File: src/core/rvf_pkg.sv
// Package of register offsets, field positions, reset values and frame limits for the filter.
package rvf_pkg;

  localparam int          RVF_AW          = 6;
  localparam int          RVF_CNT_W       = 11;

  localparam logic [5:0]  RVF_OFS_CTRL    = 6'h00;
  localparam logic [5:0]  RVF_OFS_ADDR_LO = 6'h04;
  localparam logic [5:0]  RVF_OFS_ADDR_HI = 6'h08;
  localparam logic [5:0]  RVF_OFS_HASH_LO = 6'h0C;
  localparam logic [5:0]  RVF_OFS_HASH_HI = 6'h10;
  localparam logic [5:0]  RVF_OFS_VLAN_A  = 6'h14;
  localparam logic [5:0]  RVF_OFS_VLAN_B  = 6'h18;
  localparam logic [5:0]  RVF_OFS_STATUS  = 6'h1C;
  localparam logic [5:0]  RVF_OFS_ACC_CNT = 6'h20;
  localparam logic [5:0]  RVF_OFS_DRP_CNT = 6'h24;

  localparam int          RVF_BIT_HPF     = 0;
  localparam int          RVF_BIT_HO      = 1;
  localparam int          RVF_BIT_INV     = 2;
  localparam int          RVF_BIT_ALL     = 3;
  localparam int          RVF_BIT_MCPASS  = 4;
  localparam int          RVF_CTRL_W      = 5;

  localparam int          RVF_ST_ACC      = 0;
  localparam int          RVF_ST_VLAN     = 1;
  localparam int          RVF_ST_LONG     = 2;
  localparam int          RVF_ST_MCAST    = 3;
  localparam int          RVF_ST_IDX_LSB  = 8;

  localparam logic [4:0]  RVF_CTRL_RST    = 5'h00;
  localparam logic [15:0] RVF_VLAN_A_RST  = 16'h8100;
  localparam logic [15:0] RVF_VLAN_B_RST  = 16'h0000;

  localparam logic [10:0] RVF_MAX_LEN     = 11'd1518;
  localparam logic [10:0] RVF_MAX_LEN_TAG = 11'd1522;
  localparam logic [10:0] RVF_DA_BYTES    = 11'd6;
  localparam logic [10:0] RVF_TAG_HI_POS  = 11'd12;
  localparam logic [10:0] RVF_TAG_LO_POS  = 11'd13;

  localparam logic [31:0] RVF_CRC_INIT    = 32'hFFFFFFFF;
  localparam logic [31:0] RVF_CRC_POLY    = 32'hEDB88320;
  localparam int          RVF_HASH_MSB    = 31;
  localparam int          RVF_HASH_LSB    = 26;

endpackage

File: src/core/rvf_crc32.sv
// Byte-wide Ethernet CRC-32 engine with a registered result, used for hash indexing.
`timescale 1ns/10ps
module rvf_crc32
  import rvf_pkg::*;
(
  input  wire logic        i_clk,
  input  wire logic        i_rst_n,
  input  wire logic        i_clear,
  input  wire logic        i_en,
  input  wire logic [7:0]  i_byte,
  output logic      [31:0] o_crc
);

  // Folds one byte into the reflected CRC, least significant bit first as on the wire.
  function automatic logic [31:0] crc_byte(input logic [31:0] c, input logic [7:0] b);
    logic [31:0] r;
    r = c;
    for (int i = 0; i < 8; i++)
    begin
      if (r[0] ^ b[i])
        r = (r >> 1) ^ RVF_CRC_POLY;
      else
        r = r >> 1;
    end
    return r;
  endfunction

  always_ff @(posedge i_clk or negedge i_rst_n)
  begin
    if (!i_rst_n)
      o_crc <= RVF_CRC_INIT;
    else if (i_clear)
      o_crc <= RVF_CRC_INIT;
    else if (i_en)
      o_crc <= crc_byte(o_crc, i_byte);
  end

endmodule // rvf_crc32

File: src/core/rvf_filter.sv
// Receive VLAN recognition, length limit and destination address filter with Avalon-MM registers.
//
// Summary of operation
// - Bytes 12 and 13 matching either tag register mark the frame VLAN-tagged.
// - Tag register A resets to 0x8100; tag register B is free for software.
// - Frames over 1518 bytes are dropped; tagged frames may reach 1522 bytes.
// - The first received bit of the destination flags multicast versus physical.
// - A frame failing the selected address filter is not accepted.
// - All controls clear: every destination must equal the station address.
// - Hash-perfect only: physical perfect-matched, multicast hash-filtered.
// - Hash-only with hash-perfect: physical and multicast both hash-filtered.
// - Inverse alone: accept destinations differing from station, reject equal ones.
// - Accept-all without inverse accepts every frame including broadcasts.
// - Pass-all-multicast accepts every multicast frame in any mode.
// - With pass-all-multicast, physical is perfect unless inverse, accept-all, or hash-only with hash-perfect is set.
// - Station address is address-high bits over address-low bits, 48 in all.
// - Destination runs through CRC logic; top six CRC bits index the hash.
// - Index MSB picks high or low hash word; five bits pick the bit.
`timescale 1ns/10ps
module rvf_filter
  import rvf_pkg::*;
#(
  parameter int CNT_W = 16
)
(
  input  wire logic              i_clk,
  input  wire logic              i_rst_n,
  input  wire logic [RVF_AW-1:0] i_avs_address,
  input  wire logic              i_avs_read,
  input  wire logic              i_avs_write,
  input  wire logic [31:0]       i_avs_writedata,
  input  wire logic [3:0]        i_avs_byteenable,
  output logic      [31:0]       o_avs_readdata,
  output logic                   o_avs_waitrequest,
  input  wire logic              i_rx_valid,
  input  wire logic [7:0]        i_rx_data,
  input  wire logic              i_rx_last,
  output logic                   o_frm_done,
  output logic                   o_frm_accept,
  output logic                   o_frm_vlan,
  output logic                   o_frm_too_long,
  output logic                   o_frm_mcast
);

  typedef enum logic [1:0] {
    RVF_S_ADDR = 2'b01,
    RVF_S_BODY = 2'b10
  } rvf_state_t;

  rvf_state_t              state_q;
  logic [RVF_CTRL_W-1:0]   ctrl_q;
  logic [31:0]             addr_lo_q;
  logic [15:0]             addr_hi_q;
  logic [31:0]             hash_lo_q;
  logic [31:0]             hash_hi_q;
  logic [15:0]             vlan_a_q;
  logic [15:0]             vlan_b_q;
  logic [31:0]             status_q;
  logic [CNT_W-1:0]        acc_cnt_q;
  logic [CNT_W-1:0]        drp_cnt_q;
  logic                    ack_q;
  logic [RVF_CNT_W-1:0]    cnt_q;
  logic [47:0]             da_q;
  logic [7:0]              tag_hi_q;
  logic                    vlan_q;
  logic [31:0]             crc;
  logic                    req;
  logic                    wr_take;
  logic [RVF_CNT_W-1:0]    len;
  logic [5:0]              hash_idx;
  logic                    is_mcast;
  logic                    is_perfect;
  logic                    hash_hit;
  logic                    tag_match;
  logic                    frm_vlan;
  logic                    frm_long;
  logic                    frm_pass;

  // Merges bus write data into a register under the byte enables.
  function automatic logic [31:0] be_merge(input logic [31:0] old, input logic [31:0] wd,
                                           input logic [3:0] be);
    logic [31:0] r;
    r = old;
    for (int i = 0; i < 4; i++)
    begin
      if (be[i])
        r[8*i +: 8] = wd[8*i +: 8];
    end
    return r;
  endfunction

  // Destination filter decision for one frame from the mode controls.
  function automatic logic filt_pass(input logic [RVF_CTRL_W-1:0] c, input logic mc,
                                     input logic perf, input logic hit);
    logic r;
    if (c[RVF_BIT_ALL] && !c[RVF_BIT_INV])
      r = 1'b1;
    else if (mc && c[RVF_BIT_MCPASS])
      r = 1'b1;
    else if (c[RVF_BIT_INV])
      r = !perf;
    else if (mc)
      r = c[RVF_BIT_HPF] ? hit : perf;
    else
      r = (c[RVF_BIT_HO] && c[RVF_BIT_HPF]) ? hit : perf;
    return r;
  endfunction

  assign req               = i_avs_read | i_avs_write;
  assign o_avs_waitrequest = req & ~ack_q;
  assign wr_take           = i_avs_write & ack_q;

  always_ff @(posedge i_clk or negedge i_rst_n)
  begin
    if (!i_rst_n)
      ack_q <= 1'b0;
    else
      ack_q <= req & ~ack_q;
  end

  always_ff @(posedge i_clk or negedge i_rst_n)
  begin
    if (!i_rst_n)
      o_avs_readdata <= 32'h00000000;
    else if (i_avs_read && !ack_q)
    begin
      case (i_avs_address)
        RVF_OFS_CTRL:    o_avs_readdata <= {{(32-RVF_CTRL_W){1'b0}}, ctrl_q};
        RVF_OFS_ADDR_LO: o_avs_readdata <= addr_lo_q;
        RVF_OFS_ADDR_HI: o_avs_readdata <= {16'h0000, addr_hi_q};
        RVF_OFS_HASH_LO: o_avs_readdata <= hash_lo_q;
        RVF_OFS_HASH_HI: o_avs_readdata <= hash_hi_q;
        RVF_OFS_VLAN_A:  o_avs_readdata <= {16'h0000, vlan_a_q};
        RVF_OFS_VLAN_B:  o_avs_readdata <= {16'h0000, vlan_b_q};
        RVF_OFS_STATUS:  o_avs_readdata <= status_q;
        RVF_OFS_ACC_CNT: o_avs_readdata <= 32'(acc_cnt_q);
        RVF_OFS_DRP_CNT: o_avs_readdata <= 32'(drp_cnt_q);
        default:         o_avs_readdata <= 32'h00000000;
      endcase
    end
  end

  always_ff @(posedge i_clk or negedge i_rst_n)
  begin
    if (!i_rst_n)
    begin
      ctrl_q    <= RVF_CTRL_RST;
      addr_lo_q <= 32'h00000000;
      addr_hi_q <= 16'h0000;
    end
    else if (wr_take)
    begin
      case (i_avs_address)
        RVF_OFS_CTRL:
          ctrl_q <= RVF_CTRL_W'(be_merge(32'(ctrl_q), i_avs_writedata, i_avs_byteenable));
        RVF_OFS_ADDR_LO:
          addr_lo_q <= be_merge(addr_lo_q, i_avs_writedata, i_avs_byteenable);
        RVF_OFS_ADDR_HI:
          addr_hi_q <= 16'(be_merge(32'(addr_hi_q), i_avs_writedata, i_avs_byteenable));
        default:
          ctrl_q <= ctrl_q;
      endcase
    end
  end

  always_ff @(posedge i_clk or negedge i_rst_n)
  begin
    if (!i_rst_n)
    begin
      hash_lo_q <= 32'h00000000;
      hash_hi_q <= 32'h00000000;
    end
    else if (wr_take)
    begin
      case (i_avs_address)
        RVF_OFS_HASH_LO:
          hash_lo_q <= be_merge(hash_lo_q, i_avs_writedata, i_avs_byteenable);
        RVF_OFS_HASH_HI:
          hash_hi_q <= be_merge(hash_hi_q, i_avs_writedata, i_avs_byteenable);
        default:
          hash_lo_q <= hash_lo_q;
      endcase
    end
  end

  always_ff @(posedge i_clk or negedge i_rst_n)
  begin
    if (!i_rst_n)
    begin
      vlan_a_q  <= RVF_VLAN_A_RST;
      vlan_b_q  <= RVF_VLAN_B_RST;
    end
    else if (wr_take)
    begin
      case (i_avs_address)
        RVF_OFS_VLAN_A:
          vlan_a_q <= 16'(be_merge(32'(vlan_a_q), i_avs_writedata, i_avs_byteenable));
        RVF_OFS_VLAN_B:
          vlan_b_q <= 16'(be_merge(32'(vlan_b_q), i_avs_writedata, i_avs_byteenable));
        default:
          vlan_a_q <= vlan_a_q;
      endcase
    end
  end

  // Destination CRC covers exactly the six address bytes of each frame.
  rvf_crc32 u_crc (
    .i_clk   (i_clk),
    .i_rst_n (i_rst_n),
    .i_clear (i_rx_valid & i_rx_last),
    .i_en    (i_rx_valid & (state_q == RVF_S_ADDR)),
    .i_byte  (i_rx_data),
    .o_crc   (crc)
  );

  always_ff @(posedge i_clk or negedge i_rst_n)
  begin
    if (!i_rst_n)
      state_q <= RVF_S_ADDR;
    else if (i_rx_valid)
    begin
      case (state_q)
        RVF_S_ADDR:
          if (i_rx_last)
            state_q <= RVF_S_ADDR;
          else if (cnt_q == RVF_DA_BYTES - 11'd1)
            state_q <= RVF_S_BODY;
        RVF_S_BODY:
          if (i_rx_last)
            state_q <= RVF_S_ADDR;
        default:
          state_q <= RVF_S_ADDR;
      endcase
    end
  end

  always_ff @(posedge i_clk or negedge i_rst_n)
  begin
    if (!i_rst_n)
      cnt_q <= '0;
    else if (i_rx_valid && i_rx_last)
      cnt_q <= '0;
    else if (i_rx_valid && (cnt_q != '1))
      cnt_q <= cnt_q + 11'd1;
  end

  always_ff @(posedge i_clk or negedge i_rst_n)
  begin
    if (!i_rst_n)
      da_q <= '0;
    else if (i_rx_valid && (state_q == RVF_S_ADDR))
      da_q[8*cnt_q[2:0] +: 8] <= i_rx_data;
  end

  assign tag_match = ({tag_hi_q, i_rx_data} == vlan_a_q) ||
                     ({tag_hi_q, i_rx_data} == vlan_b_q);

  always_ff @(posedge i_clk or negedge i_rst_n)
  begin
    if (!i_rst_n)
    begin
      tag_hi_q <= 8'h00;
      vlan_q   <= 1'b0;
    end
    else if (i_rx_valid)
    begin
      if (i_rx_last)
        vlan_q <= 1'b0;
      else if (cnt_q == RVF_TAG_LO_POS)
        vlan_q <= tag_match;
      if (cnt_q == RVF_TAG_HI_POS)
        tag_hi_q <= i_rx_data;
    end
  end

  assign len        = (cnt_q == '1) ? cnt_q : cnt_q + 11'd1;
  assign frm_vlan   = vlan_q || ((cnt_q == RVF_TAG_LO_POS) && tag_match);
  assign frm_long   = len > (frm_vlan ? RVF_MAX_LEN_TAG : RVF_MAX_LEN);
  assign is_mcast   = da_q[0];
  assign is_perfect = (da_q == {addr_hi_q, addr_lo_q});
  assign hash_idx   = crc[RVF_HASH_MSB:RVF_HASH_LSB];
  assign hash_hit   = hash_idx[5] ? hash_hi_q[hash_idx[4:0]]
                                  : hash_lo_q[hash_idx[4:0]];
  assign frm_pass   = filt_pass(ctrl_q, is_mcast, is_perfect, hash_hit);

  always_ff @(posedge i_clk or negedge i_rst_n)
  begin
    if (!i_rst_n)
      o_frm_done <= 1'b0;
    else
      o_frm_done <= i_rx_valid & i_rx_last;
  end

  always_ff @(posedge i_clk or negedge i_rst_n)
  begin
    if (!i_rst_n)
    begin
      o_frm_accept   <= 1'b0;
      o_frm_vlan     <= 1'b0;
      o_frm_too_long <= 1'b0;
      o_frm_mcast    <= 1'b0;
    end
    else if (i_rx_valid && i_rx_last)
    begin
      o_frm_accept   <= frm_pass & ~frm_long;
      o_frm_vlan     <= frm_vlan;
      o_frm_too_long <= frm_long;
      o_frm_mcast    <= is_mcast;
    end
  end

  always_ff @(posedge i_clk or negedge i_rst_n)
  begin
    if (!i_rst_n)
      status_q <= 32'h00000000;
    else if (i_rx_valid && i_rx_last)
    begin
      status_q                              <= 32'h00000000;
      status_q[RVF_ST_ACC]                  <= frm_pass & ~frm_long;
      status_q[RVF_ST_VLAN]                 <= frm_vlan;
      status_q[RVF_ST_LONG]                 <= frm_long;
      status_q[RVF_ST_MCAST]                <= is_mcast;
      status_q[RVF_ST_IDX_LSB +: 6]         <= hash_idx;
    end
  end

  always_ff @(posedge i_clk or negedge i_rst_n)
  begin
    if (!i_rst_n)
      acc_cnt_q <= '0;
    else if (i_rx_valid && i_rx_last && frm_pass && !frm_long)
      acc_cnt_q <= acc_cnt_q + CNT_W'(1);
  end

  always_ff @(posedge i_clk or negedge i_rst_n)
  begin
    if (!i_rst_n)
      drp_cnt_q <= '0;
    else if (i_rx_valid && i_rx_last && !(frm_pass && !frm_long))
      drp_cnt_q <= drp_cnt_q + CNT_W'(1);
  end

endmodule // rvf_filter

File: config.mk
export PLATFORM = sky130hd
export DESIGN_NAME = rvf_filter
export DESIGN_NICKNAME = d
export VERILOG_FILES = /design/src/core/rvf_pkg.sv /design/src/core/rvf_crc32.sv /design/src/core/rvf_filter.sv
export SDC_FILE = /design/constraint.sdc
export NUM_CORES = 1
export LEC_CHECK = 0
export ABC_AREA = 1
export BUFFER_PORTS_ARGS = -buffer_cell sky130_fd_sc_hd__buf_2
export CAP_MARGIN = 20
export CORE_UTILIZATION = 41
export DETAILED_ROUTE_END_ITERATION = 10
export GPL_TIMING_DRIVEN = 0
export SLEW_MARGIN = 20
export SYNTH_ARGS = -nofsm -noshare
export SYNTH_HDL_FRONTEND = slang
export SYNTH_SLANG_ARGS = --single-unit
File: constraint.sdc
create_clock -name i_clk -period 2.8 [get_ports i_clk]
set_input_delay 0.84 -clock i_clk [delete_from_list [all_inputs] [get_ports i_clk]]
set_output_delay 0.84 -clock i_clk [all_outputs]
set_load 0.05 [all_outputs]
==> results.yml, run 1 <==
outcome:
  status: "finished, violations left"
  violations: "negative setup slack"
run:
  cap_violations: 0
sta:
  finalMaxSlewViolations: 0
  tightestPinTransition_ps: 903.0
  fmax_mhz: 323.6
  rsz0062_at_grt: "yes"
  finClkSkew_ps: 16.40
  min_period_over_period: 1.104
  setup_viol: 34
  final.setup.worst_slack_ps: -290.4
  max-slew-margin-rel: 0.3958
  final.min_clock_period_ps: 3090
  hold_viol: 0
global_route:
  grt_max_degree: 99
  grt.total_usage: 0.2780
  grt-ovfl-total: 0
  grt_pass1_vias: 14646
  antenna_found_initial: 0
  grt_pass1_wl_um: 88000
routing:
  wl_um: 57420
  drc_errors: 0
  drt_iter0_markers: 1604
  viasPerCell: 5.464
  wl_per_cell_um: 20.52
  vias: 15288
  drt_pass1_iterations: 6
  ant_nets: 0
power_and_ir_drop:
  power.density_mw_per_mm2: 832.9
  pwr-share-clk: 0.310
  switchingPower_w: 0.006009
  combPwrFrac: 0.311
  peakVddDrop_mv: 0.6377
  power_frac_seq: 0.378
  power_switching_share: 0.3603
  p_int_w: 0.01067
  leakagePower_nw: 9.267
clocking:
  cts_sinks: 327
  cts_buffer_depth: 3
  numCtsBuffers: 39
  tritoncts: "yes"
  clk_latency_ps: 570
  cts-root-buf: "clkbuf_16"
  htree_levels: 2
  path_clk_slew_ps: 60
floorplan:
  rows: 74
  die-area_mm2: 0.04230
  pin_count: 94
  coreArea_mm2: 0.04083
  die_w_um: 205.7
  initial_core_util: 0.4166
  die_h_um: 205.7
critical_path:
  cp.arrival_ps: 3540
  critPathMaxFanout: 6
  timing.rr.end: "acc_cnt_q[11]"
  reg2reg_depth: 20
  r2r_slack_ps: -290
  startpoint: "i_rx_data[3]"
  crit_type: "primary input to flip-flop"
  r2r_start: "vlan_a_q[4]"
  endpoint: "acc_cnt_q[11]"
  crit_required_ps: 3250
  worstSetupStartpointType: "primary input"
  endpoint_kind: "flip-flop"
cells_and_area:
  layout_common_cells: "nand2_1, dfrtp_1, o21ai_0"
  utilization: 0.4904
  drive_gt1_frac: 0.1493
  num-nets-final: 2299
  postLayoutCellArea_mm2: 0.02002
  area_delta_synth_final_pct: 17.72
  final_common_cell: "nand2_1"
placement:
  dp_hpwl_um: 41680
  place_congestion: 0.9562
  portBuffers: 90
  dpl_cell_area_mm2: 0.01834
min_path:
  hold_path_class: "primary input to asynchronous set/reset pin"
synthesis:
  ys_warn_count: 0
  ys_ff_latch: 327
  synth_edf_count: 0
  synth_area_per_cell_um2: 8.173
  synth_flop_cell: "dfrtp_1"
  async_flop_share: 1.000
  netlist_area_mm2: 0.01701
  syn-num-nets: 2146
  synth_seq_area_share: 0.4837
  syn_inst: 2081
  synth.distinct_cells: 56
==> flip-flops by register name (all words and copies together) (netlist names) <==
register	flops
acc_cnt_q	16
ack_q	1
addr_hi_q	16
addr_lo_q	32
cnt_q	11
ctrl_q	5
da_q	48
drp_cnt_q	16
hash_hi_q	32
hash_lo_q	32
o_avs_readdata	32
o_frm_done	1
state_q	2
status_q	10
tag_hi_q	8
u_crc.o_crc	32
vlan_a_q	16
vlan_b_q	16
vlan_q	1
==> area by class of cell <==
class	instances	area, um2
clock buffers	59	1141
inverters	174	665.6
clock inverters	12	145.1
multi-input cells	1505	8069
fillers	3930	20810
flip-flops and latches	327	8228
plain buffers	74	372.9
diodes	2	5.005
well taps	532	665.6
repair buffers	113	730.7
==> metal layers <==
| metal | track usage | share of wire | vias up |
|---|---|---|---|
| li1 | - | - | 7161 |
| met1 | 0.3891 | 0.44 | 7428 |
| met2 | 0.4280 | 0.45 | 586 |
| met3 | 0.04197 | 0.077 | 113 |
| met4 | 0.1159 | 0.038 | 0 |
| met5 | 0 | 0 | - |
==> how the worst min path moves through the flow <==
stage          cells past startpoint            endpoint          startpoint
6_report                           1       hash_lo_q[20]             i_rst_n
5_1_grt                            1  o_avs_readdata[22]             i_rst_n
4_1_cts                            1  o_avs_readdata[22]             i_rst_n
3_5_place_dp                       1  o_avs_readdata[12]  o_avs_readdata[12]
3_3_place_gp                       1               ack_q               ack_q
2_1_floorplan                      2       drp_cnt_q[15]       drp_cnt_q[15]
==> per-stage QoR <==
step | instances | setup WS, ps | hold WS (ps) | setup TNS, ps | total power [W]
6_report | 2798 | -290.4 | 201.8 | -8488 | 0.01668
5_1_grt | 2796 | -512.5 | 242.1 | -15780 | 0.01760
3_5_place_dp | 2706 | -1395 | 460.6 | -98100 | 0.01136
3_3_place_gp | 2703 | -5533 | 448.0 | -1808540 | 0.01125
4_1_cts | 2792 | -217.7 | 213.0 | -5960 | 0.01663
2_1_floorplan | 2081 | -299.3 | 441.9 | -8620 | 0.009876
==> logic make-up after synthesis <==
group,after synthesis,share of synthesized area
buffers and inverters,249,0.05789
AND/OR/NAND/NOR,949,0.2376
XOR/XNOR,153,0.08386
flip-flops,327,0.4837
adder cells (fa/ha/maj),9,0.006621
AO/OA/AOI/OAI,394,0.1304
==> worst max-delay path: stages <==
cell     delay, ps
buf_2          170
inv_6           70
nor2_1          30
nor3_1         180
nand4_1        290
o31ai_4        310
buf_6          170
a21oi_4         70
ha_4           300
nand2_4         50
a21oi_2        100
nand2_1         70
nor2_1         110
nor2_1          50
nand2_1         70
nand2_2         80
nand2_8        120
nand3_4        130
buf_4          180
nand2_1         60
nand2_1         40
==> timing repair <==
action / CTS / global route
setup endpoints to repair: 61 / 81
setup buffers: 14 / 4
gates cloned: 1 / 1
hold buffers: 0 / 0
pin swaps: 13 / 14
gates resized for setup: 30 / 35
==> cell usage after synthesis (6+ instances only) <==
cell type  instances  area (um2)
a31oi_1            7       43.79
nor3_1            16       80.08
nor2_1           101       379.1
a22oi_1           23       172.7
or2_2              6       37.54
buf_2             21       105.1
a221oi_1          13       113.9
o22ai_1           22       137.6
nor4_1             9       56.30
xor2_1            63       551.8
ha_1               9       112.6
clkbuf_1          47       176.4
nand2_1          627        2354
nand2_2            8       50.05
nand3_1          128       640.6
inv_2              6       22.52
dfstp_2           35       919.6
nand4_1           35       219.0
inv_1            164       615.6
dfrtp_1          292        7307
o21ai_0          241        1206
xnor2_1           80       700.7
a21oi_1           53       265.3
==> power groups by stage <==
| stage | Sequential, W | Clock (W) | Combinational (W) |
|---|---|---|---|
| 3_3_place_gp | 0.00634 | 0 | 0.00491 |
| 2_1_floorplan | 0.00621 | 0 | 0.00366 |
| 4_1_cts | 0.00629 | 0.00525 | 0.00508 |
| 6_report | 0.00631 | 0.00517 | 0.00519 |
| 5_1_grt | 0.00640 | 0.00543 | 0.00576 |
| 3_5_place_dp | 0.00637 | 0 | 0.00499 |
Note: power is estimated with default switching activity, not from simulation.
==> inputs of run 2 (changes only) <==
- CORE_ASPECT_RATIO: default -> 2
==> results.yml, run 2 (same netlist as run 1, synthesis figures left out) <==
cells_and_area:
  drive_gt1_frac: 0.1451
  postLayoutCellArea_mm2: 0.01982
  multi_input_area_mm2: 0.008020
  final_common_cell: "nand2_1"
  num-nets-final: 2293
  layout_common_cells: "nand2_1, dfrtp_1, o21ai_0"
  n_fill_cell: 4051
  regMostFlops: "da_q"
  largest_reg_flops: 48
  n_antenna_cell: 0
  utilization: 0.4835
  area_delta_synth_final_pct: 16.53
  seqCellArea_mm2: 0.008229
routing:
  ant_nets: 0
  drt_pass1_iterations: 6
  wl_per_cell_um: 21.94
  viasPerCell: 5.481
  vias: 15281
  wl_um: 61180
  drc_errors: 0
  drt_iter0_markers: 1143
power_and_ir_drop:
  leakagePower_nw: 9.184
  peakVddDrop_mv: 0.6786
  power.density_mw_per_mm2: 815.4
sta:
  min_period_over_period: 1.162
  final.min_clock_period_ps: 3253
  finClkSkew_ps: 13.17
  fmax_mhz: 307.4
  tightestPinTransition_ps: 972.2
  finalMaxSlewViolations: 0
  final.setup.worst_slack_ps: -452.9
  hold_viol: 0
  max-slew-margin-rel: 0.3519
  setup_viol: 34
  rsz0062_at_grt: "yes"
clocking:
  htree_levels: 1
  tritoncts: "yes"
  cts_sinks: 327
  path_clk_slew_ps: 70
  cts_buffer_depth: 3
  cts-root-buf: "clkbuf_16"
  numCtsBuffers: 31
  clk_latency_ps: 590
global_route:
  antenna_found_initial: 1
  grt_max_degree: 98
  grt-ovfl-total: 0
  grt_pass1_wl_um: 93810
  grt_pass1_vias: 15621
  grt.total_usage: 0.2953
critical_path:
  timing.critical_path.slowest_cell_delay_ps: 330
  worstSetupStartpointType: "primary input"
  endpoint: "acc_cnt_q[14]"
  critPathMaxFanout: 8
  reg2reg_depth: 20
  crit_chain: "buf_2, inv_6, nor2_1, nor3_2, nand4_1, o31ai_4, buf_6, a21oi_4, inv_2, ha_4, nand2_4, inv_2, a221oi_2, nand2_1, nand2_1, nand2_2, nand2_8, nand3_4, clkbuf_16, nand2_1, nand2_1"
  cp.depth: 21
  slowest_stage: "nand4_1"
  crit_required_ps: 3280
  endpoint_kind: "flip-flop"
  crit_top_cell: "nand2_1"
  startpoint: "i_rx_data[3]"
  r2r_start: "vlan_a_q[5]"
  critical_path.top_delay_family: "simple AND/OR/NAND/NOR gates"
  cp.arrival_ps: 3730
  timing.rr.end: "acc_cnt_q[14]"
  crit_type: "primary input to flip-flop"
  r2r_slack_ps: -440
  path_buf_inv: 6
run:
  cap_violations: 0
placement:
  dp_hpwl_um: 46410
  portBuffers: 90
  place_congestion: 0.9790
  pre_cts_ws_ps: -1473
  dpl_cell_area_mm2: 0.01834
min_path:
  hold_path_class: "primary input to asynchronous set/reset pin"
floorplan:
  pin_count: 94
  die-area_mm2: 0.04235
  initial_core_util: 0.4150
  die_w_um: 146.0
  coreArea_mm2: 0.04099
  rows: 105
  die_h_um: 290.0
outcome:
  violations: "negative setup slack"
  status: "finished, violations left"
## run 2: changes by cell type in the layout (fill, tap and decap cells not counted), sizes merged
cell and change:
inv -2, bufinv +2, diode -2, buf +2, clkbuf -13
## run 2: power breakdown
part	total [W]	internal (W)	leakage (nW)	switching, W
combinational	0.00519	0.00194	4.31	0.00325
sequential	0.00634	0.00563	4.34	0.000710
clock	0.00463	0.00269	0.537	0.00194
total	0.0162	0.0103	9.18	0.00591
## run 2: repair_timing
action                     CTS  global route
pin swaps                    8            23
cloned                       1             1
hold buffers                 0             0
gates resized for setup     19            42
setup endpoints to repair   56            66
setup buffers               10             9
## run 2: layer usage
metal,track usage,up-vias,share of wire
met2,0.5215,542,0.51
met4,0.2254,2,0.085
met5,0,-,0.00028
met3,0.03679,216,0.048
li1,-,7154,-
met1,0.3194,7367,0.36
## run 2: layout make-up
cell class / count / share of cell area
sequential: 327 / 0.4152
multi-input combinational: 1505 / 0.4046
clock buffer: 46 / 0.04551
timing repair buffer: 114 / 0.03832
tap: 535 / 0.03377
inverter: 174 / 0.03339
buffer: 75 / 0.01932
clock inverter: 12 / 0.009848
## run 2: how the worst min path moves through the flow
stage,end,slack [ps],cells past startpoint
after detailed placement,o_avs_readdata[17],460,2
after CTS,o_avs_readdata[17],140,1
final,o_avs_readdata[19],150,1
after global placement,ack_q,450,1
after global routing,o_avs_readdata[19],150,1
after floorplan,drp_cnt_q[15],440,2
## run 2: through the flow
| stage | std cells | TNS, ps | hold slack, ps | total power (W) |
|---|---|---|---|---|
| floorplan | 2081 | -8620 | 441.9 | 0.009876 |
| global placement | 2706 | -1777250 | 447.3 | 0.01132 |
| detailed placement | 2709 | -113170 | 459.7 | 0.01144 |
| CTS | 2778 | -13800 | 135.7 | 0.01613 |
| global route | 2788 | -18270 | 153.9 | 0.01713 |
| finish | 2788 | -13360 | 146.7 | 0.01616 |
==> inputs of run 3 (changes only) <==
- clock period: 2.8 -> 4.1 ns (I/O delays scaled with it)
==> results.yml, run 3 (same netlist as run 1, synthesis figures left out) <==
floorplan:
  die_h_um: 290.0
  rows: 105
  pin_count: 94
  die_w_um: 146.0
  initial_core_util: 0.4150
  die-area_mm2: 0.04235
  coreArea_mm2: 0.04099
clocking:
  cts_buffer_depth: 3
  tritoncts: "yes"
  numCtsBuffers: 34
  clk_latency_ps: 550
  htree_levels: 2
  cts_sinks: 327
  cts-root-buf: "clkbuf_16"
  path_clk_slew_ps: 60
sta:
  finalMaxSlewViolations: 0
  min_period_over_period: 0.9678
  max-slew-margin-rel: 0.3128
  tightestPinTransition_ps: 1027
  fmax_mhz: 252.0
  finClkSkew_ps: 21.88
  rsz0062_at_grt: "no"
  final.min_clock_period_ps: 3968
  timing.hold.ws_ps: 464.2
  setup_viol: 0
  hold_viol: 0
critical_path:
  critPathMaxFanout: 10
  worstSetupStartpointType: "primary input"
  crit_type: "primary input to flip-flop"
  cp.arrival_ps: 4430
  slowest_stage: "ha_1"
  timing.critical_path.slowest_cell_delay_ps: 340
  crit_required_ps: 4560
  crit_top_cell: "nand2_1"
  crit_chain: "buf_2, inv_2, nor2_1, nor3_1, nand4_1, o31ai_4, a21oi_2, ha_1, nand2_1, inv_1, a221oi_1, nand2_1, nand2_1, nand2_2, nand2_8, buf_2, nand4_1, nand2_1"
  endpoint_kind: "flip-flop"
cells_and_area:
  n_fill_cell: 4103
  layout_common_cells: "nand2_1, dfrtp_1, o21ai_0"
  area_delta_synth_final_pct: 13.85
  n_antenna_cell: 0
  drive_gt1_frac: 0.1154
  regMostFlops: "da_q"
  num-nets-final: 2277
  fin_cells: 2770
  final_common_cell: "nand2_1"
  largest_reg_flops: 48
placement:
  place_congestion: 0.9896
  dp_hpwl_um: 46020
  placedCellCount: 2709
  portBuffers: 90
routing:
  wl_um: 60390
  vias: 15273
  drt_pass1_iterations: 7
  viasPerCell: 5.514
  drc_errors: 0
  ant_nets: 0
  wl_per_cell_um: 21.80
  drt_iter0_markers: 1237
global_route:
  grt.total_usage: 0.2886
  grt-ovfl-total: 0
  antenna_found_initial: 0
  grt_pass1_vias: 15196
  grt_max_degree: 101
  grt_pass1_wl_um: 90980
min_path:
  hold_path_class: "flip-flop to flip-flop"
power_and_ir_drop:
  peakVddDrop_mv: 0.4918
  power.density_mw_per_mm2: 566.6
  leakagePower_nw: 9.025
run:
  cap_violations: 0
outcome:
  status: "complete, no violations"
## run 3: what timing repair did
item	4_1_cts	5_1_grt
hold buffers	0	0
gates resized for setup	2	3
buffers inserted	0	2
setup endpoints to repair	27	22
## run 3: final timing paths
check                              from           end  slack, ps  cells after the start
hold reg to reg                   ack_q         ack_q        460                      1
max in group asynchronous       i_rst_n  drp_cnt_q[8]       2460                      2
setup reg to reg               cnt_q[4]  acc_cnt_q[6]        650                     16
min in group asynchronous       i_rst_n      cnt_q[8]        660                      1
hold / removal                    ack_q         ack_q        460                      1
setup / recovery           i_rx_data[3]  acc_cnt_q[6]        130                     18
## run 3: critical path, delay by kind of cell
family          cells  cell delay, ps
compound gates      3             760
fa+ha+maj           1             340
buf+inv             4             740
simple gates       10            1360
## run 3: cell type report
| type | instances | area, um2 | area share |
|---|---|---|---|
| Clock buffer | 50 | 1022 | 0.05279 |
| Buffer | 75 | 331.6 | 0.01712 |
| Tap cell | 535 | 669.4 | 0.03457 |
| Timing Repair Buffer | 95 | 558.0 | 0.02882 |
| Multi-Input combinational cell | 1505 | 7820 | 0.4038 |
| Sequential cell | 327 | 8227 | 0.4248 |
| Inverter | 174 | 656.9 | 0.03392 |
| Clock inverter | 9 | 80.08 | 0.004135 |
## run 3: where the power goes
group	switching, W	total [W]	internal (W)
combinational	0.00222	0.00350	0.00128
clock	0.00135	0.00314	0.00179
sequential	0.000488	0.00433	0.00385
total	0.00405	0.0110	0.00692
## run 3: stage by stage
stage	area, um2	power, W	setup TNS, ps	worst slack (ps)	utilization
2_1_floorplan	17010	0.006726	0	527.4	-
3_3_place_gp	18130	0.007709	-1408590	-4508	0.4423
3_5_place_dp	18220	0.007804	-21940	-669.6	0.4445
4_1_cts	19330	0.01096	0	40.50	0.4716
5_1_grt	19360	0.01153	0	25.72	0.4724
6_report	19360	0.01097	0	132.1	0.4724
## run 3: metal layers
layer / global-route usage / wire length (um) / vias to the layer above
met5: 0 / 0 / -
met4: 0.1936 / 4290 / 0
met3: 0.03129 / 2860 / 191
met2: 0.5263 / 31770 / 595
met1: 0.3113 / 21470 / 7386
li1: - / - / 7101
